--- src/logic/smc_regs.vh ---
`ifndef SMC_REGS_VH
`define SMC_REGS_VH

// sleep mode select encoding
`define SMC_MODE_W        3
`define SMC_MODE_IDLE     3'h0
`define SMC_MODE_ADCNR    3'h1
`define SMC_MODE_PDOWN    3'h2
`define SMC_MODE_PSAVE    3'h3
`define SMC_MODE_STANDBY  3'h6

// clock enable vector bit positions
`define SMC_EN_W          8
`define SMC_EN_CPU        0
`define SMC_EN_MEM        1
`define SMC_EN_TMR        2
`define SMC_EN_SPI        3
`define SMC_EN_IRQ        4
`define SMC_EN_ATMR       5
`define SMC_EN_DISP       6
`define SMC_EN_ADC        7

// enable values
`define SMC_EN_ALL        8'hff
`define SMC_EN_NONE       8'h00

// cycles the oscillator must run after restart before clocks are released
`define SMC_OSC_WAKE_CYC  4'h8
`define SMC_XTAL_WAKE_CYC 4'h1

`endif

--- src/logic/smc_mode_decode.v ---
`timescale 1ns/1ps
`default_nettype none
`include "smc_regs.vh"

module smc_mode_decode
(
    input  wire [`SMC_MODE_W-1:0] mode,
    output reg  [`SMC_EN_W-1:0]   clk_en,
    output reg                    osc_on,
    output reg                    valid
);

    always @*
    begin
        clk_en = `SMC_EN_NONE;
        osc_on = 1'b0;
        valid  = 1'b1;
        case (mode)
            `SMC_MODE_IDLE:
            begin
                // cpu halted, rest keeps running
                clk_en = `SMC_EN_ALL;
                clk_en[`SMC_EN_CPU] = 1'b0;
                osc_on = 1'b1;
            end
            `SMC_MODE_ADCNR:
            begin
                clk_en[`SMC_EN_ATMR] = 1'b1;
                clk_en[`SMC_EN_DISP] = 1'b1;
                clk_en[`SMC_EN_ADC]  = 1'b1;
                clk_en[`SMC_EN_IRQ]  = 1'b1;
                osc_on = 1'b1;
            end
            `SMC_MODE_PSAVE:
            begin
                clk_en[`SMC_EN_ATMR] = 1'b1;
                clk_en[`SMC_EN_DISP] = 1'b1;
            end
            `SMC_MODE_PDOWN:
            begin
                osc_on = 1'b0;
            end
            `SMC_MODE_STANDBY:
            begin
                osc_on = 1'b1;
            end
            default:
            begin
                // unused codes do not sleep
                valid  = 1'b0;
                clk_en = `SMC_EN_ALL;
                osc_on = 1'b1;
            end
        endcase
    end

endmodule // smc_mode_decode
`default_nettype wire

--- src/logic/smc_sleep_ctrl.v ---
`timescale 1ns/1ps
`default_nettype none
`include "smc_regs.vh"

// Contract
// - five software-selected sleep modes: idle, noise reduction, save, down, standby
// - idle halts cpu clock; memory, timers, serial port, interrupts stay clocked
// - power-down stops main oscillator and all functions, registers retained
// - power-down ends only on interrupt or hardware reset
// - power-save keeps asynchronous timer and display controller clocked
// - noise reduction stops cpu and i/o except async timer, display, converter, interrupts
// - standby keeps crystal oscillator running for fast wake-up
module smc_sleep_ctrl
(
    input  wire                    clk_sys,
    input  wire                    resetn,
    input  wire                    sleep_req,
    input  wire [`SMC_MODE_W-1:0]  sleep_mode,
    input  wire                    wake_irq,
    output reg  [`SMC_EN_W-1:0]    clk_en_ff,
    output reg                     osc_run_ff,
    output reg                     sleeping_ff,
    output reg                     cpu_resume_ff
);

    localparam [3:0] ST_RUN   = 4'b0001;
    localparam [3:0] ST_SLEEP = 4'b0010;
    localparam [3:0] ST_WARM  = 4'b0100;
    localparam [3:0] ST_WAKE  = 4'b1000;

    reg  [3:0]             state_ff;
    reg  [3:0]             nxt_state;
    reg  [3:0]             warm_cnt_ff;
    reg  [3:0]             nxt_warm_cnt;
    reg  [`SMC_EN_W-1:0]   nxt_clk_en;
    reg                    nxt_osc_run;
    reg                    nxt_sleeping;
    reg                    nxt_cpu_resume;
    wire [`SMC_EN_W-1:0]   dec_clk_en;
    wire                   dec_osc_on;
    wire                   dec_valid;
    wire                   take_req;
    wire                   wake_go;
    wire                   warm_end;

    smc_mode_decode u_decode
    (
        .mode   (sleep_mode),
        .clk_en (dec_clk_en),
        .osc_on (dec_osc_on),
        .valid  (dec_valid)
    );

    // a stopped oscillator needs longer to settle than one left running
    function [3:0] warm_load;
        input osc_was_on;
        begin
            if (osc_was_on)
                warm_load = `SMC_XTAL_WAKE_CYC;
            else
                warm_load = `SMC_OSC_WAKE_CYC;
        end
    endfunction

    function warm_last;
        input [3:0] cnt;
        begin
            warm_last = (cnt <= 4'h1);
        end
    endfunction

    // invalid mode codes are ignored so the cpu never hangs
    assign take_req = (state_ff == ST_RUN) && sleep_req && dec_valid && !wake_irq;
    assign wake_go  = (state_ff == ST_SLEEP) && wake_irq;
    assign warm_end = (state_ff == ST_WARM) && warm_last(warm_cnt_ff);

    always @*
    begin
        nxt_state = state_ff;
        case (state_ff)
            ST_RUN:
            begin
                if (take_req)
                    nxt_state = ST_SLEEP;
            end
            ST_SLEEP:
            begin
                // registers keep their contents: only clocks are gated
                if (wake_go)
                    nxt_state = ST_WARM;
            end
            ST_WARM:
            begin
                if (warm_end)
                    nxt_state = ST_WAKE;
            end
            ST_WAKE:
            begin
                nxt_state = ST_RUN;
            end
            default:
            begin
                nxt_state = ST_RUN;
            end
        endcase
    end

    always @*
    begin
        nxt_warm_cnt = warm_cnt_ff;
        case (state_ff)
            ST_SLEEP:
            begin
                if (wake_go)
                    nxt_warm_cnt = warm_load(osc_run_ff);
            end
            ST_WARM:
            begin
                if (!warm_end)
                    nxt_warm_cnt = warm_cnt_ff - 4'h1;
            end
            ST_WAKE:
            begin
                nxt_warm_cnt = 4'h0;
            end
            default:
            begin
                nxt_warm_cnt = warm_cnt_ff;
            end
        endcase
    end

    always @*
    begin
        nxt_clk_en = clk_en_ff;
        case (state_ff)
            ST_RUN:
            begin
                if (take_req)
                    nxt_clk_en = dec_clk_en;
            end
            ST_SLEEP, ST_WARM:
            begin
                // domains stay gated until the oscillator has settled
                nxt_clk_en = clk_en_ff;
            end
            ST_WAKE:
            begin
                nxt_clk_en = `SMC_EN_ALL;
            end
            default:
            begin
                nxt_clk_en = `SMC_EN_ALL;
            end
        endcase
    end

    always @*
    begin
        nxt_osc_run = osc_run_ff;
        case (state_ff)
            ST_RUN:
            begin
                if (take_req)
                    nxt_osc_run = dec_osc_on;
            end
            ST_SLEEP:
            begin
                if (wake_go)
                    nxt_osc_run = 1'b1;
            end
            ST_WARM, ST_WAKE:
            begin
                nxt_osc_run = osc_run_ff;
            end
            default:
            begin
                nxt_osc_run = 1'b1;
            end
        endcase
    end

    always @*
    begin
        nxt_sleeping   = sleeping_ff;
        nxt_cpu_resume = 1'b0;
        case (state_ff)
            ST_RUN:
            begin
                if (take_req)
                    nxt_sleeping = 1'b1;
            end
            ST_SLEEP, ST_WARM:
            begin
                nxt_sleeping = sleeping_ff;
            end
            ST_WAKE:
            begin
                nxt_sleeping   = 1'b0;
                nxt_cpu_resume = 1'b1;
            end
            default:
            begin
                nxt_sleeping = 1'b0;
            end
        endcase
    end

    // hardware reset leaves any sleep mode at once
    always @(posedge clk_sys or negedge resetn)
    begin
        if (!resetn)
        begin
            state_ff      <= ST_RUN;
            warm_cnt_ff   <= 4'h0;
            clk_en_ff     <= `SMC_EN_ALL;
            osc_run_ff    <= 1'b1;
            sleeping_ff   <= 1'b0;
            cpu_resume_ff <= 1'b0;
        end
        else
        begin
            state_ff      <= nxt_state;
            warm_cnt_ff   <= nxt_warm_cnt;
            clk_en_ff     <= nxt_clk_en;
            osc_run_ff    <= nxt_osc_run;
            sleeping_ff   <= nxt_sleeping;
            cpu_resume_ff <= nxt_cpu_resume;
        end
    end

endmodule // smc_sleep_ctrl
`default_nettype wire

--- config.mk ---
export PLATFORM = sky130hd
export DESIGN_NAME = smc_sleep_ctrl
export DESIGN_NICKNAME = d
export VERILOG_FILES = /design/src/logic/smc_mode_decode.v /design/src/logic/smc_sleep_ctrl.v
export VERILOG_INCLUDE_DIRS = /design/src /design/src/logic
export SDC_FILE = /design/constraint.sdc
export NUM_CORES = 1
export LEC_CHECK = 0
export BUFFER_PORTS_ARGS = -buffer_cell sky130_fd_sc_hd__buf_2
export CAP_MARGIN = 15
export CORE_ASPECT_RATIO = 1.4
export CORE_MARGIN = 1
export CORE_UTILIZATION = 46
export DETAILED_ROUTE_END_ITERATION = 16
export PLACE_DENSITY = 0.69
export SYNTH_ARGS = -nofsm -noshare
export SYNTH_HDL_FRONTEND = slang
export SYNTH_SLANG_ARGS = --single-unit
--- constraint.sdc ---
create_clock -name clk_sys -period 1.8 [get_ports clk_sys]
set_input_delay 0.27 -clock clk_sys [delete_from_list [all_inputs] [get_ports clk_sys]]
set_output_delay 0.27 -clock clk_sys [all_outputs]
set_load 0.005 [all_outputs]
### Yosys cells after proc, flatten, opt, wreduce, memory -nomap -nowiden

Cells that the tools add are included.

* bits of input ports: 7
* logic and storage cells: 62
* flip-flop bits (word level): 19

* reductions and logical operators: 19
* magnitude comparators: 1
* equal/unequal tests: 12
* $add $sub $neg: 1
* multiplexer cells: 21
* bitwise logic cells: 2

Operator list (count)
* 4-bit two-way mux: 6
* 4-bit one-hot mux with 3 select lines: 2
* 8-bit one-hot mux with 2 select lines: 1
* 3-bit AND reduction: 3
* 8-bit two-way mux: 1
* 2-bit != test, second input constant: 4
* 4-bit one-hot mux with 2 select lines: 1
* 2-bit OR reduction: 4
* 1-bit two-way mux: 7
* 3-bit by 2-bit equality test with 1-bit output, second input constant: 2
* 1-bit logical AND: 5
* 5-bit OR reduction: 1
* 4-bit by 1-bit equality test with 1-bit output, second input constant: 1
* 4-bit by 2-bit equality test with 1-bit output, second input constant: 1
* 4-bit by 3-bit equality test with 1-bit output, second input constant: 1
* 4-bit equality test, second input constant: 1
* 4-bit by 1-bit <= comparator with 1-bit output, second input constant: 1
* 4-bit OR reduction: 1
* 4-bit by 1-bit subtractor with 4-bit output, second input constant: 1
* 3-bit by 1-bit equality test with 1-bit output, second input constant: 1
* 3-bit equality test, second input constant: 1
* 3-bit logical NOT: 1
* 1-bit one-hot mux with 3 select lines: 1
* 3-bit nonzero test: 1
* other kinds (6): 7

### Logic depth before layout (Yosys ltp)

* depth in word-level cells: 7
* gate-level depth with buffers: 6
* mapped depth without buffers: 5

### Cells and area by module

A second synthesis with hierarchy kept.

* cells, all modules: 126
* area, all modules: 1166.1 sq um

Modules (own cells, without submodules)
* smc_sleep_ctrl: cells an instance 114, area an instance 1088.5 sq um, times used 1, sequential area each 488.0 sq um
* smc_mode_decode: cells an instance 12, area an instance 77.6 sq um, times used 1, sequential area each 0.0 sq um

### Least setup slack after synthesis

Ideal clock, no wire load.

* path kind: register to register
* from: register state_ff[0]
* to: register warm_cnt_ff[0]
* period minus slack after synthesis: 1.539 ns
* cell stages (with the launch flop): 7
* data required time: 1.669 ns
* slack: 0.261 ns
* path buffers: 2
* arrival: 1.408 ns
* library setup time: 0.131 ns
* cell sequence: dfstp_2 > buf_6 > or4b_1 > buf_2 > and3b_1 > a31oi_1 > o2bb2ai_1

* cells in the longest elaborated chain, start to end: 4
* elaborated cells on any way between the ends: 10
* classes of those cells: 5 x eq/ne; 1 x mux; 4 x reduce/logical

RTL lines
* start: declaration: line smc_sleep_ctrl.v:31 `reg [3:0] state_ff;`
* start signal: assignment: line smc_sleep_ctrl.v:223 `state_ff <= nxt_state;`
* 4-bit by 3-bit equality test with 1-bit output or 4-bit by 2-bit equality test with 1-bit output (tied branches): line smc_sleep_ctrl.v:75, smc_sleep_ctrl.v:111, smc_sleep_ctrl.v:74
* 1-bit logical AND, on equally long branches: line smc_sleep_ctrl.v:75, smc_sleep_ctrl.v:74
* 2-bit != test (no line)
* 3-bit AND reduction (no line)
* end signal: assignment: line smc_sleep_ctrl.v:224 `warm_cnt_ff <= nxt_warm_cnt;`
* end: declaration: line smc_sleep_ctrl.v:33 `reg [3:0] warm_cnt_ff;`

Several ways; a longest one is shown, not always the timed one.
A chain may end at the register's enable or synchronous reset.

### Final worst setup path

* from: register state_ff[2]
* to: register warm_cnt_ff[0]

Same word-level chain as after synthesis.

==> summary.md <==
| Metric | Value |
|---|---|
| Slowest stage delay, CP | 0.58 ns |
| TritonCTS Buffers | 3 |
| Initial DRC Count | 10 |
| Syn Area/Cell | 9.58 sq um |
| Max transition margin | 72.4% |
| Final WL | 1880 um |
| DRC | 0 |
| Placed instance area | 978 sq um |
| DPL Wire Length | 1440 um |
| Switching Share | 31.6% |
| CTS tree | built |
| Top_reg_cell synth | dfrtp_1 |
| H-tree depth | 1 |
| Post_cts resized | 0 |
| Largest net degree at the start of global routing | 16 |
| Pre-Repair DR Iteration Count | 4 |
| Overflow after GRT | 0 |
| Via count | 773 |
| Final worst-path cycle share | 92.6% |
| Clock Skews | 0.00839 ns |
| Buf+Inv Stages, Crit Path | 1 |
| Worst path cell trace | or4b_1 -> buf_4 -> o21bai_1 -> o2bb2ai_1 |
| Final setup violation count | 0 |
| Crit path max fanout | 13 |
| Final nets | 121 |
| Routability cong. | 0.733 |
| Area grow syn2layout | 13.9% |
| Worst Setup End Kind | flop |
| Diodes inserted | 0 |
| Commonest cells post-synth | nor2_1 (11), dfrtp_1 (9), a21oi_1 (6), dfstp_2 (6), inv_1 (6) |
| Register area share after synthesis | 43.0% |
| CP Data Arrival Time | 1.87 ns |
| Post-DRT Antenna Nets | 0 |
| Area leader, netlist | dfrtp_1 |
| Final count of pins violating max slew | 0 |
| Starting Density | 49.4% |
| Syn nets | 102 |
| Die width | 39.2 um |
| Worst vdd ir | 0.416 mV |
| Core ar. | 1800 sq um |
| Setup Fix Bufs, Post-CTS | 0 |
| Kind of critical path | flop to flop |
| Outcome | finished, final reports clean |
| Pwr per Cell Area | 854 nW/um^2 |
| WP data required | 2.00 ns |
| Fmax | 0.600 GHz |
| Total negative slack | 0 ns |
| GRT Overall Usage | 20.4% |
| CTS Root Cell | clkbuf_4 |
| Psw | 274 uW |
| Number of synthesis warnings | 0 |
| Slowest cell on crit path | dfrtp_1 |
| Yosys top cell area share | 25.3% |
| Clock latency on the worst-skew pair | 0.28 ns |
| Die Y | 54.1 um |
| Vias in the first global route | 707 |
| Share of layout cells above drive strength 1 | 30.6% |
| Cell row count | 18 |
| Distinct cells, synth | 39 |
| CTS clk-pin slew, worst paths | 0.09 ns |
| Die ar. | 2120 sq um |
| MaxCap Viol Count | 0 |
| Critical path startpoint category | flop |
| Top-count cell post-synth | nor2_1 |
| Comb power frac | 25.7% |
| Worst hold slack | 0.243 ns |
| Total power | 867 uW |
| Via density | 5.90 |
| PortBufs | 17 |
| Synth area leaders | dfrtp_1 (25%), dfstp_2 (18%), nor2_1 (4.6%), a21oi_1 (3.4%), buf_4 (3.4%) |
| Post-Syn Instances | 93 |
| CP top delay family | flip-flops |
| EDFF count, synth | 0 |
| Register bit total from synthesis | 15 |
| Seq pwr share | 52.0% |
| Antenna violations before repair | 0 |
| Clk pwr share | 22.3% |
| Post-synthesis cell area | 891 sq um |
| CTS max path bufs | 2 |
| Post-synth ARST share | 100% |
| Final Cell Area | 1010 sq um |
| Final Hold Fails | 0 |
| Wire per inst | 14.4 um |
| Hold-fix buffers, CTS | 1 |
| Unrepaired setup endpoints after global routing | no |
| Hold/Removal Path Class | input port to flop |
| Global-route wire length before repair | 2950 um |
| I/O pins | 18 |
| Worst Max-Slew Pin Slew | 0.412 ns |
| Clk sinks | 15 |
| Lkg Pwr | 0.456 nW |
| Cell-internal power | 593 uW |
| Post-route minimum period | 1.67 ns |
## power by group through the flow
stage	clock, mW	combinational [mW]	sequential [mW]
floorplan	0	0.161	0.443
global placement	0	0.218	0.454
detailed placement	0	0.224	0.455
CTS	0.198	0.227	0.450
global route	0.215	0.260	0.458
finish	0.194	0.223	0.450
## sequential cells by signal, summed over array words and instances, names as in the netlist
| signal | count |
|---|---|
| state_ff | 4 |
| warm_cnt_ff | 4 |
| sleeping_ff | 1 |
| cpu_resume_ff | 1 |
| osc_run_ff | 1 |
| clk_en_ff | 4 |
## metrics by stage
stage,worst slack [ns],util (%),std cells
floorplan,0.261,-,93
global placement,0.248,54.3,126
detailed placement,0.194,54.3,126
CTS,0.147,56.3,131
global route,0.0244,56.3,131
finish,0.133,56.3,131
## final timing paths
path | startpoint | to | slack [ns] | cells after the start
worst max-delay path | state_ff[2] | warm_cnt_ff[0] | 0.13 | 4
worst min-delay path | sleep_mode[0] | clk_en_ff[6] | 0.24 | 2
worst max register to register | state_ff[2] | warm_cnt_ff[0] | 0.13 | 4
worst min register to register | clk_en_ff[0] | clk_en_ff[0] | 0.51 | 2
max in group asynchronous | resetn | clk_en_ff[6] | 1.08 | 2
min in group asynchronous | resetn | state_ff[1] | 0.41 | 2
## per-layer routing
layer / GRT usage [%] / up-vias / wire, um
met1: 22.3 / 380 / 796
li1: - / 371 / -
met3: 2.48 / 4 / 56
met4: 10.3 / 0 / 29
met5: 0 / - / 0
met2: 36.9 / 18 / 1000
## worst reg2reg max path: stages (launching register included)
cell and delay (ns):
dfrtp_1 0.58, or4b_1 0.50, buf_4 0.17, o21bai_1 0.20, o2bb2ai_1 0.14
## layout by cell type (no fill, tap or decap), drive strengths merged, types with 2 or more instances in the layout
master	count
ha	2
inv	6
o2bb2ai	2
nand2	3
o21ai	7
nand2b	3
nor2	11
dfrtp	9
buf	22
clkbuf	4
o21a	2
dfstp	6
nor3	2
and3b	2
nor2b	3
a21oi	6
o311ai	2
## cell families (layout without fill, tap and decap cells)
kind of cell	Yosys count	in the layout	share of synthesized area, %
AOI/OAI and AO/OA	32	32	27.3
buffers and inverters	15	33	9.27
DFF	15	15	43.0
xor gates and xnor gates	1	1	0.983
adders and majority gates	2	2	2.81
and+or+nand+nor	28	28	16.7
## final cells by class
| class | count | area, sq um |
|---|---|---|
| clock buffers | 4 | 26.3 |
| fillers | 169 | 787 |
| inverters | 6 | 22.5 |
| multi-input cells | 63 | 425 |
| flip-flops and latches | 15 | 383 |
| well taps | 20 | 25.0 |
| repair buffers | 23 | 133 |
No activity file was read; power rests on OpenSTA's default activity.
